==> config.mk <==
export PLATFORM = sky130hd
export DESIGN_NAME = electrode_dressing_supervisor
export DESIGN_NICKNAME = d
export VERILOG_FILES = /design/src/dress_sup_pkg.sv /design/src/electrode_dressing_supervisor.sv
export VERILOG_INCLUDE_DIRS = /design/src
export SDC_FILE = /design/constraint.sdc
export NUM_CORES = 2
export LEC_CHECK = 0
export BUFFER_PORTS_ARGS = -buffer_cell sky130_fd_sc_hd__buf_2
export CAP_MARGIN = 0
export CORE_MARGIN = 2
export CORE_UTILIZATION = 40
export CTS_BUF_LIST = sky130_fd_sc_hd__clkbuf_2
export DETAILED_ROUTE_END_ITERATION = 16
export PLACE_DENSITY = 0.62
export SLEW_MARGIN = 15
export SYNTH_ARGS = -nofsm -noshare
export SYNTH_HDL_FRONTEND = slang
export SYNTH_SLANG_ARGS = --single-unit
==> constraint.sdc <==
create_clock -name clk -period 6.65 [get_ports clk]
set_input_delay 0 -clock clk [delete_from_list [all_inputs] [get_ports clk]]
set_output_delay 0 -clock clk [all_outputs]
set_load 0.05 [all_outputs]
==> src/dress_sup_regs.svh <==
// register offsets, field positions, reset values, interrupt bits and fault codes for the dressing supervisor
`ifndef DRESS_SUP_REGS_SVH
`define DRESS_SUP_REGS_SVH

`define DS_OFF_CTRL 8'h00
`define DS_OFF_CFG0 8'h04
`define DS_OFF_CFG1 8'h08
`define DS_OFF_STATUS 8'h0C
`define DS_OFF_IRQ_STAT 8'h10
`define DS_OFF_IRQ_MASK 8'h14
`define DS_OFF_CURRENT 8'h18
`define DS_OFF_COUNT 8'h1C

// cfg0 fields
`define DS_F_NUM_LSB 0
`define DS_F_SPOTS_LSB 8
`define DS_F_RAMP_LSB 20
`define DS_F_OFFS_LSB 26
// cfg1 fields
`define DS_F_DALARM_LSB 0
`define DS_F_EALARM_LSB 8
`define DS_F_BASE_LSB 16

`define DS_RST_CFG0 32'h0000_0000
`define DS_RST_CFG1 32'h0000_0000

// interrupt status bits
`define DS_IRQ_DWARN 0
`define DS_IRQ_EWARN 1
`define DS_IRQ_HALT 2
`define DS_IRQ_NEXT 3

`define DS_ERR_DRESS 16'h0116
`define DS_ERR_LIFE 16'h0117

`endif

==> src/dress_sup_pkg.sv <==
// types shared by the dressing supervisor
`default_nettype none
package dress_sup_pkg;

   typedef enum logic [1:0] {
      st_idle = 2'b00,
      st_run = 2'b01,
      st_halt = 2'b11,
      st_wait_ack = 2'b10
   } sup_state_t;

   typedef struct packed {
      logic [6:0] num;
      logic [9:0] spots;
      logic [5:0] ramp_pct;
      logic [4:0] offs_pct;
      logic [5:0] dress_alarm;
      logic [5:0] life_alarm;
      logic [15:0] base_cur;
   } dress_cfg_t;

   typedef struct packed {
      logic dress_warn;
      logic life_warn;
      logic halted;
   } dress_out_t;

endpackage
`default_nettype wire

==> src/electrode_dressing_supervisor.sv <==
// electrode tip dressing supervisor with axi4-lite register access
`timescale 1ns/1ps
`default_nettype none
`include "dress_sup_regs.svh"
// Overview of operation
// (RL1) The first interval starts at the base current, each later one at base plus the offset.
// (RL2) The dressing warning drops as soon as the dressing acknowledge comes in.
// (RL3) Reaching an interval's last spot with the warning still up halts welding with fault 116.
// (RL4) Recovery needs the fault acknowledge first and only then the alarm acknowledge.
// (RL5) The end-of-life warning clears, halts and recovers in the same way as the dressing warning.
// (RL6) The electrode-replaced acknowledge returns the spot counter to zero.
// (RL7) Within an interval the current rises so the ramp percentage is reached at its last spot.
// (RL8) The dressing warning is raised over the notice spots at the end of each interval except the last, which raises the end-of-life warning.
// (RL9) A dressing count of zero disables warnings, halts and current stepping.
// (RL10) Any write to a dressing parameter clears the counter and restarts from interval one.
// (RL11) Each weld spot advances the counter, and each full interval moves to the next one.
module electrode_dressing_supervisor
   import dress_sup_pkg::*;
#(
   parameter int CUR_W = 16
)
(
   // clock and reset
   input wire logic clk,
   input wire logic rst_b,
   // weld process
   input wire logic spot_done,
   output logic weld_halt,
   output logic [CUR_W-1:0] weld_current,
   output logic [15:0] fault_code,
   // dresser and machine controller
   input wire logic dress_ack,
   input wire logic replace_ack,
   input wire logic fault_ack,
   output logic dress_warn,
   output logic life_warn,
   output logic irq,
   // axi4-lite slave
   input wire logic [7:0] s_awaddr,
   input wire logic s_awvalid,
   output logic s_awready,
   input wire logic [31:0] s_wdata,
   input wire logic [3:0] s_wstrb,
   input wire logic s_wvalid,
   output logic s_wready,
   output logic [1:0] s_bresp,
   output logic s_bvalid,
   input wire logic s_bready,
   input wire logic [7:0] s_araddr,
   input wire logic s_arvalid,
   output logic s_arready,
   output logic [31:0] s_rdata,
   output logic [1:0] s_rresp,
   output logic s_rvalid,
   input wire logic s_rready
);

   logic rst_s1_q, rst_n;
   // reset released through two flops so all logic leaves reset on one edge
   always_ff @(posedge clk or negedge rst_b)
   begin
      if (!rst_b)
      begin
         rst_s1_q <= 1'b0;
         rst_n <= 1'b0;
      end
      else
      begin
         rst_s1_q <= 1'b1;
         rst_n <= rst_s1_q;
      end
   end

   // byte-lane merge, used by both config registers
   function automatic logic [31:0] merge(input logic [31:0] old, input logic [31:0] nw,
                                         input logic [3:0] be);
      logic [31:0] r;
      r = old;
      for (int i = 0; i < 4; i++)
         if (be[i])
            r[i*8 +: 8] = nw[i*8 +: 8];
      return r;
   endfunction

   logic [31:0] cfg0_q, cfg1_q, wdata_q;
   logic [3:0] irq_stat_q, irq_mask_q, wstrb_q;
   logic [7:0] awaddr_q;
   logic aw_held_q, w_held_q, wr_fire, cfg_wr;
   dress_cfg_t cfg;
   assign cfg.num = cfg0_q[`DS_F_NUM_LSB +: 7];
   assign cfg.spots = cfg0_q[`DS_F_SPOTS_LSB +: 10];
   assign cfg.ramp_pct = cfg0_q[`DS_F_RAMP_LSB +: 6];
   assign cfg.offs_pct = cfg0_q[`DS_F_OFFS_LSB +: 5];
   assign cfg.dress_alarm = cfg1_q[`DS_F_DALARM_LSB +: 6];
   assign cfg.life_alarm = cfg1_q[`DS_F_EALARM_LSB +: 6];
   assign cfg.base_cur = cfg1_q[`DS_F_BASE_LSB +: 16];

   // write address and data are latched independently, in either order
   assign s_awready = !aw_held_q && !s_bvalid;
   assign s_wready = !w_held_q && !s_bvalid;
   assign wr_fire = aw_held_q && w_held_q && !s_bvalid;
   assign cfg_wr = wr_fire && (awaddr_q == `DS_OFF_CFG0 || awaddr_q == `DS_OFF_CFG1);

   always_ff @(posedge clk or negedge rst_n)
   begin
      if (!rst_n)
      begin
         aw_held_q <= 1'b0;
         w_held_q <= 1'b0;
         awaddr_q <= 8'h00;
         wdata_q <= 32'h0000_0000;
         wstrb_q <= 4'h0;
         s_bvalid <= 1'b0;
         s_bresp <= 2'b00;
      end
      else
      begin
         if (s_awvalid && s_awready)
         begin
            aw_held_q <= 1'b1;
            awaddr_q <= s_awaddr;
         end
         if (s_wvalid && s_wready)
         begin
            w_held_q <= 1'b1;
            wdata_q <= s_wdata;
            wstrb_q <= s_wstrb;
         end
         if (wr_fire)
         begin
            aw_held_q <= 1'b0;
            w_held_q <= 1'b0;
            s_bvalid <= 1'b1;
            s_bresp <= (awaddr_q > `DS_OFF_IRQ_MASK || awaddr_q[1:0] != 2'b00) ? 2'b10 : 2'b00;
         end
         else if (s_bvalid && s_bready)
            s_bvalid <= 1'b0;
      end
   end

   // config registers; any write to them restarts the schedule
   always_ff @(posedge clk or negedge rst_n)
   begin
      if (!rst_n)
      begin
         cfg0_q <= `DS_RST_CFG0;
         cfg1_q <= `DS_RST_CFG1;
         irq_mask_q <= 4'h0;
      end
      else if (wr_fire)
      begin
         if (awaddr_q == `DS_OFF_CFG0)
            cfg0_q <= merge(cfg0_q, wdata_q, wstrb_q);
         if (awaddr_q == `DS_OFF_CFG1)
            cfg1_q <= merge(cfg1_q, wdata_q, wstrb_q);
         if (awaddr_q == `DS_OFF_IRQ_MASK && wstrb_q[0])
            irq_mask_q <= wdata_q[3:0];
      end
   end

   // supervisor state
   sup_state_t state_q;
   logic [9:0] spot_q, spots_left;
   logic [6:0] intv_q;
   logic last_spot, life_interval, dress_ev, life_ev, halt_ev, next_ev, enabled;
   assign enabled = cfg.num != 7'd0; // RL9
   assign spots_left = cfg.spots - spot_q;
   assign last_spot = spot_q == cfg.spots - 10'd1;
   assign life_interval = intv_q == cfg.num - 7'd1;
   // each warning rises once per interval, so an acknowledged one stays down; set wins
   always_ff @(posedge clk or negedge rst_n)
   begin
      if (!rst_n)
      begin
         dress_warn <= 1'b0;
         life_warn <= 1'b0;
      end
      else if (cfg_wr || !enabled)
      begin
         dress_warn <= 1'b0;
         life_warn <= 1'b0;
      end
      else
      begin
         if (dress_ev)
            dress_warn <= 1'b1; // RL8
         else if (dress_ack && state_q != st_halt)
            dress_warn <= 1'b0; // RL2 RL4
         if (life_ev)
            life_warn <= 1'b1; // RL5
         else if (replace_ack && state_q != st_halt)
            life_warn <= 1'b0; // RL5 RL4
      end
   end

   assign dress_ev = spot_done && state_q == st_run && enabled && !dress_warn && !life_interval
                     && spots_left - 10'd1 == {4'd0, cfg.dress_alarm} && cfg.dress_alarm != 6'd0;
   assign life_ev = spot_done && state_q == st_run && enabled && !life_warn && life_interval
                    && spots_left - 10'd1 == {4'd0, cfg.life_alarm} && cfg.life_alarm != 6'd0;
   assign halt_ev = spot_done && state_q == st_run && enabled && last_spot
                    && (dress_warn || life_warn) && !dress_ack && !replace_ack;
   assign next_ev = spot_done && state_q == st_run && enabled && last_spot && !halt_ev;

   // counter, interval index and halt sequence
   always_ff @(posedge clk or negedge rst_n)
   begin
      if (!rst_n)
      begin
         state_q <= st_idle;
         spot_q <= 10'd0;
         intv_q <= 7'd0;
         fault_code <= 16'h0000;
      end
      else if (cfg_wr)
      begin
         state_q <= st_idle; // RL10
         spot_q <= 10'd0;
         intv_q <= 7'd0;
         fault_code <= 16'h0000;
      end
      else
      begin
         unique case (state_q)
            st_idle:
               if (enabled && cfg.spots != 10'd0)
                  state_q <= st_run;
            st_run:
            begin
               if (!enabled)
                  state_q <= st_idle;
               else if (halt_ev)
               begin
                  state_q <= st_halt; // RL3
                  fault_code <= life_warn ? `DS_ERR_LIFE : `DS_ERR_DRESS;
               end
               else if (replace_ack)
               begin
                  spot_q <= 10'd0; // RL6
                  intv_q <= 7'd0;
               end
               else if (next_ev)
               begin
                  spot_q <= 10'd0; // RL11
                  intv_q <= life_interval ? 7'd0 : intv_q + 7'd1;
               end
               else if (spot_done)
                  spot_q <= spot_q + 10'd1; // RL11
            end
            st_halt:
               if (fault_ack)
               begin
                  state_q <= st_wait_ack; // RL4
                  fault_code <= 16'h0000;
               end
            st_wait_ack:
               if ((dress_ack && dress_warn) || (replace_ack && life_warn))
               begin
                  state_q <= st_run; // RL4
                  spot_q <= 10'd0;
                  intv_q <= replace_ack || life_interval ? 7'd0 : intv_q + 7'd1; // RL6
               end
         endcase
      end
   end

   assign weld_halt = state_q == st_halt || state_q == st_wait_ack; // RL3
   // current: base, plus offset after the first interval, plus linear ramp
   logic [CUR_W+7:0] start_cur;
   logic [CUR_W+17:0] ramp_num;
   logic [CUR_W-1:0] ramp_add;
   always_comb
   begin
      start_cur = {8'd0, cfg.base_cur};
      if (intv_q != 7'd0)
         start_cur = start_cur + (({8'd0, cfg.base_cur} * {19'd0, cfg.offs_pct}) / 24'd100); // RL1
      ramp_num = {10'd0, start_cur} * {28'd0, cfg.ramp_pct} * {24'd0, spot_q}; // RL7
      ramp_add = (cfg.spots > 10'd1)
                 ? CUR_W'(ramp_num / ({24'd0, cfg.spots - 10'd1} * 34'd100)) : '0;
   end

   always_ff @(posedge clk or negedge rst_n)
   begin
      if (!rst_n)
         weld_current <= '0;
      else if (!enabled)
         weld_current <= CUR_W'(cfg.base_cur); // RL9
      else
         weld_current <= CUR_W'(start_cur) + ramp_add; // RL7
   end
   // sticky events: set wins over a write-one clear in the same cycle
   logic [3:0] ev_vec;
   assign ev_vec = {next_ev, halt_ev, life_ev, dress_ev};
   always_ff @(posedge clk or negedge rst_n)
   begin
      if (!rst_n)
         irq_stat_q <= 4'h0;
      else if (wr_fire && awaddr_q == `DS_OFF_IRQ_STAT && wstrb_q[0])
         irq_stat_q <= (irq_stat_q & ~wdata_q[3:0]) | ev_vec;
      else
         irq_stat_q <= irq_stat_q | ev_vec;
   end
   assign irq = |(irq_stat_q & irq_mask_q);
   // read channel, one cycle latency
   assign s_arready = !s_rvalid;
   always_ff @(posedge clk or negedge rst_n)
   begin
      if (!rst_n)
      begin
         s_rvalid <= 1'b0;
         s_rdata <= 32'h0000_0000;
         s_rresp <= 2'b00;
      end
      else if (s_arvalid && s_arready)
      begin
         s_rvalid <= 1'b1;
         s_rresp <= 2'b00;
         unique case (s_araddr)
            `DS_OFF_CTRL: s_rdata <= {16'd0, fault_code};
            `DS_OFF_CFG0: s_rdata <= cfg0_q;
            `DS_OFF_CFG1: s_rdata <= cfg1_q;
            `DS_OFF_STATUS: s_rdata <= {27'd0, state_q, weld_halt, life_warn, dress_warn};
            `DS_OFF_IRQ_STAT: s_rdata <= {28'd0, irq_stat_q};
            `DS_OFF_IRQ_MASK: s_rdata <= {28'd0, irq_mask_q};
            `DS_OFF_CURRENT: s_rdata <= 32'(weld_current);
            `DS_OFF_COUNT: s_rdata <= {9'd0, intv_q, 6'd0, spot_q};
            default:
            begin
               s_rdata <= 32'h0000_0000;
               s_rresp <= 2'b10;
            end
         endcase
      end
      else if (s_rvalid && s_rready)
         s_rvalid <= 1'b0;
   end

endmodule
`default_nettype wire

* Word level (Yosys, flattened, before mapping) *
Cells that the tools add are included.

storage, ports and cells
  bits in registers = 211
  latch bits = 0
  RAM bits = 0
  bits in read-only memories = 0
  input port bits = 63
  output and inout bits = 77
  logic and storage cells = 211
  memories = 0

cells by class
  $add $sub $neg = 8
  multiply operators = 4
  divide/modulo/power cells = 2
  order comparisons = 2
  equal/unequal tests = 28
  shift-type cells = 0
  multiplexer cells = 51
  bitwise operators = 5
  reduce and logical (&&, ||, !) cells = 82

operator list
  kind                                                                   count
  32-bit case mux with 8 select lines                                    1
  16-bit two-way mux                                                     6
  10-bit two-way mux                                                     7
  7-bit two-way mux                                                      8
  8-bit by 5-bit == test with 1-bit output (second input constant)       6
  34-bit by 17-bit divider with 34-bit output                            1
  30-bit by 10-bit multiplier with 34-bit output                         1
  1-bit logical AND                                                      33
  16-bit case mux with 2 select lines                                    1
  24-bit by 6-bit multiplier with 30-bit output                          1
  16-bit by 24-bit adder with 24-bit output                              1
  21-bit by 7-bit divider with 24-bit output (second input constant)     1
  8-bit by 4-bit == test with 1-bit output (second input constant)       3
  24-bit two-way mux                                                     1
  3-bit AND reduction                                                    8
  16-bit by 5-bit multiplier with 21-bit output                          1
  10-bit by 6-bit == test with 1-bit output                              2
  10-bit case mux with 2 select lines                                    1
  10-bit by 1-bit subtractor with 10-bit output (second input constant)  2
  3-bit inequality test (second input constant)                          6
  16-bit adder                                                           1
  8-bit by 3-bit == test with 1-bit output (second input constant)       2
  2-bit two-way mux                                                      8
  10-bit by 5-bit multiplier with 15-bit output (second input constant)  1
  other kinds (34)                                                       79

* Longest topological paths before layout *
  word-level depth = 15
  gate-level depth with buffers = 660
  gate-level depth less buffers = 619

* Worst setup path after synthesis *
OpenSTA, ideal clock, no wires.

  kind = register to register
  from = reg cfg0_q[30]
  to = reg weld_current[15]
  setup time = 0.133 ns
  data arrival time = 125.009 ns
  required time = 6.517 ns
  setup slack = -118.492 ns
  cell stages (with the launch flop) = 638
  path buffers = 50
  period minus slack after synthesis = 125.142 ns
  cell sequence = dfrtp_1 clkbuf_1 nand2_1 fa_1 fa_1 inv_1 fa_1 ha_1 nor2b_1 o21ai_0 a21boi_0 o21ai_0 a21oi_1 o21ai_1 a211oi_1 o41a_1 o21a_1 or2_2 [... 602 more ...] ha_1 a21o_1 a21oi_1 o21bai_1 a21oi_1 o21bai_1 a21oi_1 o21bai_1 a21oi_1 o21bai_1 a21oi_1 o21bai_1 a21oi_1 o21bai_1 a21oi_1 xor2_1 xnor2_1 o21ai_0

between the ends
  word-level cells in the longest chain between the ends = 10

ends and longest elaborated chain
  item                                             RTL line                              source
  start: declaration                               electrode_dressing_supervisor.sv:85   logic [31:0] cfg0_q, cfg1_q, wdata_q;
  start signal: assignment                         electrode_dressing_supervisor.sv:146  cfg0_q <= `DS_RST_CFG0;
  start signal: assignment                         electrode_dressing_supervisor.sv:153  cfg0_q <= merge(cfg0_q, wdata_q, wstrb_q);
  16-bit by 5-bit multiplier with 21-bit output *  electrode_dressing_supervisor.sv:275  start_cur = start_cur + (({8'd0, cfg.base_cur} * {19'd0, cfg.offs_pct}) / 24'd100);
  21-bit by 7-bit divider with 24-bit output *     electrode_dressing_supervisor.sv:275
  16-bit by 24-bit adder with 24-bit output *      electrode_dressing_supervisor.sv:275
  24-bit two-way mux *                             electrode_dressing_supervisor.sv:274  if (intv_q != 7'd0)
  24-bit by 6-bit multiplier with 30-bit output    electrode_dressing_supervisor.sv:276  ramp_num = {10'd0, start_cur} * {28'd0, cfg.ramp_pct} * {24'd0, spot_q};
  30-bit by 10-bit multiplier with 34-bit output   electrode_dressing_supervisor.sv:276
  34-bit by 17-bit divider with 34-bit output      electrode_dressing_supervisor.sv:278  ? CUR_W'(ramp_num / ({24'd0, cfg.spots - 10'd1} * 34'd100)) : '0;
  16-bit two-way mux                               electrode_dressing_supervisor.sv:278
  16-bit adder *                                   electrode_dressing_supervisor.sv:288  weld_current <= CUR_W'(start_cur) + ramp_add;
  16-bit two-way mux *                             electrode_dressing_supervisor.sv:285  else if (!enabled)
  end signal: assignment                           electrode_dressing_supervisor.sv:286  weld_current <= CUR_W'(cfg.base_cur);
  end signal: assignment                           electrode_dressing_supervisor.sv:288
  end: declaration                                 electrode_dressing_supervisor.sv:29   output logic [CUR_W-1:0] weld_current,

Mark *: on every way between the ends. The rest lies on a longest branch, timed or not.
A chain may end at the register's enable or synchronous reset.

* Final worst setup path *
  from = reg cfg0_q[28]
  to = reg weld_current[12]

Same word-level chain as after synthesis.

==> flow_results.org <==
** Status
- Status :: finished, violations left
- Violated checks :: negative setup slack

** Yosys
- The mapped netlist covers 48,900 sq um.
- Share of flip-flops with an asynchronous set or reset after synthesis :: 100%
- Number of cells produced by synthesis :: 6,134
- Number of warnings reported in the yosys synthesis log :: 0
- Synthesized area divided by synthesized cell count :: 7.97 sq um
- Most area-consuming cells after synthesis :: ha_1 15%, fa_1 12%, dfrtp_1 10%
- Post-synthesis cell type with the largest combined area :: ha_1
- Top-area cell type share of the netlist area :: 15.1%
- In this run, synthesis inferred 0 flip-flops with an integrated enable.
- The synthesized design contains 195 register bits.
- Synthesis instantiated 162 different standard cells from the library.
- Proportion of synthesized chip area in sequential cells :: 9.98%
- Top FF cell, synth :: dfrtp_1

** Timing
- Slew Limit Fails :: 0
- Remaining max-slew budget at the tightest pin :: 23.0%
- The final-report hold violation count came to 0.
- Setup violations remaining at the end of the flow were counted as 16.
- RSZ-0062 raised after global routing :: yes
- Period Utilization, post-route :: 1680%
- Layout Skew :: 0.0562 ns
- Across all setup checks in the final design, the least slack found is -105.36 ns.
- Worst Max-Slew Pin Slew :: 1.16 ns
- For the finished layout, the period the worst path requires is 112.01 ns.
- Based on the critical path, the design can be clocked at up to 8.93 MHz.

** Worst setup path
- Number of buffers and inverters on the critical path :: 110
- The largest single stage delay on the critical path is 0.55 ns.
- For the worst setup path, the data required time is 7.45 ns.
- In this design, the critical path's most frequently occurring cell is o21a_1.
- Worst Setup End Kind :: flip-flop
- Crit path max-delay family :: compound AO/OA/AOI/OAI gates
- STA classifies the critical path startpoint as a flip-flop.
- Along the worst path, the maximum fanout reaches 8.
- For this design, the slowest cell found on the critical path is dfrtp_2.
- Critical path class :: reg -> reg
- For the worst setup path, the data arrival time is 112.81 ns.

** Floorplanning
- Horizontal die dimension :: 354 um
- Die H :: 354 um
- In this run the core area contains 128 standard-cell rows.
- For this design the top-level I/O count stands at 140.
- Starting density of the core :: 40.2%
- The die covers 125,000 sq um.
- Placeable core region :: 122,000 sq um

** Final layout
- Synth-to-Final Area Change :: 58.6%
- Area occupied by registers :: 4890 sq um
- Filler cells :: 9,712
- Finished layout cell area :: 77,500 sq um
- Final #Nets :: 9,880
- Of the cells placed in the final design, the portion with a size suffix greater than 1 is 44.1%.
- The multi-input combinational cells in the finished layout cover a total of 45,800 sq um.

** Detailed routing
- # DRC :: 0
- Average detailed-routed wire length per instance :: 19.2 um
- The first routing iteration left 4,844 violations.
- Number of nets still failing antenna checks after routing :: 0
- Total routed wirelength :: 203,000 um
- Via count normalized by instance count :: 5.64
- Pre-Repair DR Iteration Count :: 8
- The routed layout has 59,700 vias.

** CTS
- Number of buffers inserted during clock tree synthesis :: 17
- Later-pin clock latency in the skew report :: 0.88 ns
- Total clock sinks :: 195
- No sink is reached through more buffers than the 2 on the longest clock path.
- The cell sitting at the root of the clock tree is a clkbuf_2.
- Number of H-tree levels :: 4
- CTS tree :: built
- CTS clock-pin slew for the worst setup and hold paths :: 0.32 ns

** Global routing
- Total routing usage reported by global routing :: 30.0%
- The via count of the first global-routing pass is 59,900.
- Overflow after GRT :: 0
- Entering global routing, the biggest net connects 136 pins.
- The first global-routing pass estimated 310,000 um of wire.
- The number of antenna violations at the first check in global routing was 4.

** Job
- Max-cap check violation count :: 0

** Hold path
- Path type of the worst min-delay path :: in -> reg

** Placement
- Sum of net half-perimeters after detailed placement :: 141,000 um
- Port buffering added 126 buffers.
- GP Congestion :: 0.951
- Post-Place Cell Area :: 67,500 sq um
final timing paths:
check                       startpoint               end  slack (ns)  depth (start not counted)
max                         cfg0_q[28]  weld_current[12]     -105.36                        611
min                        replace_ack     irq_stat_q[2]        0.07                          5
max reg2reg                 cfg0_q[28]  weld_current[12]     -105.36                        611
min reg2reg                   rst_s1_q             rst_n        0.40                          0
max in group asynchronous        rst_n        cfg0_q[30]        4.97                          1
min in group asynchronous        rst_n       awaddr_q[7]        0.42                          0
per-layer routing:
metal / global-route usage (%) / routed length [um] / share of wire (%)
met3: 3.76 / 13500 / 6.6
met4: 11.4 / 10100 / 5.0
met1: 38.4 / 83800 / 41
met5: 0 / 30 / 0.015
met2: 51.5 / 95300 / 47
flip-flops by register name, summed over array words and instances, names as in the netlist, 7 cells and up:
register	cells
awaddr_q	8
cfg0_q	32
cfg1_q	32
intv_q	7
s_rdata	32
spot_q	10
wdata_q	32
weld_current	16
cell families after synthesis:
| group | share of synthesized area (%) |
|---|---|
| compound gates | 23.0 |
| xor+xnor | 5.66 |
| fa+ha+maj | 26.8 |
| buf+inv | 5.55 |
| flops | 9.98 |
| mux | 5.45 |
| other cells | 0.0154 |
| simple gates | 23.5 |
metrics by stage:
step | setup WS, ns | TNS (ns) | utilization, % | std cells | hold WS [ns]
finish | -105.36 | -1675.94 | 63.8 | 10600 | 0.0723
global route | -110.05 | -1750.06 | 63.8 | 10600 | 0.0520
CTS | -100.28 | -1594.73 | 61.6 | 10400 | 0.0149
detailed placement | -103.66 | -1645.42 | 55.6 | 9698 | -0.213
global placement | -100.97 | -1603.93 | 55.6 | 9698 | -0.215
floorplan | -106.02 | -1681.59 | - | 6146 | -0.296
final cells by class:
cell class              count  area share [%]
multi-input cells        5288            59.1
repair buffers           2984            29.4
well taps                1625            2.62
diodes                      2         0.00646
inverters                 458            2.22
clock buffers              17           0.110
flip-flops and latches    195            6.31
clock inverters            15           0.240
cell usage after synthesis, drive strengths merged (147+ instances only):
| library cell | instances |
|---|---|
| nand2 | 600 |
| ha | 588 |
| inv | 457 |
| nor2 | 432 |
| a21oi | 313 |
| nor3 | 311 |
| and2 | 307 |
| fa | 285 |
| o21ai | 281 |
| o21a | 252 |
| dfrtp | 195 |
| xnor2 | 193 |
| mux2 | 185 |
| clkbuf | 147 |
layout by cell type (no fill, tap or decap), types with 135 or more instances in the layout:
master            n
and2_1          275
inv_1           426
mux2_2          165
buf_4          2670
ha_1            514
nand2_1         552
fa_1            280
dfrtp_1         190
a21oi_1         220
o21a_1          246
nor2_1          368
xnor2_1         174
nor3_1          269
o21ai_0         175
dlygate4sd3_1   135
worst reg2reg max path: cells and delay by family (launching register included):
| kind | cells | cell delay (ns) |
|---|---|---|
| simple gates | 131 | 22.72 |
| buf+inv | 110 | 13.39 |
| compound gates | 303 | 55.74 |
| fa+ha+maj | 48 | 14.94 |
| flops | 1 | 0.55 |
| mux | 15 | 3.71 |
| xor+xnor | 4 | 0.90 |
what timing repair did:
item                                   4_1_cts  5_1_grt
cloned                                       2        0
hold buffers                               135        0
setup endpoints to repair                   16       16
setup buffers                              548      177
resized for setup                          323      275
endpoints found under the hold margin      110        0
pin swaps                                  291      346
Power is left out: the tool's default activity adds up to more than one toggle a clock period on the data nets, which glitch-free logic cannot reach.
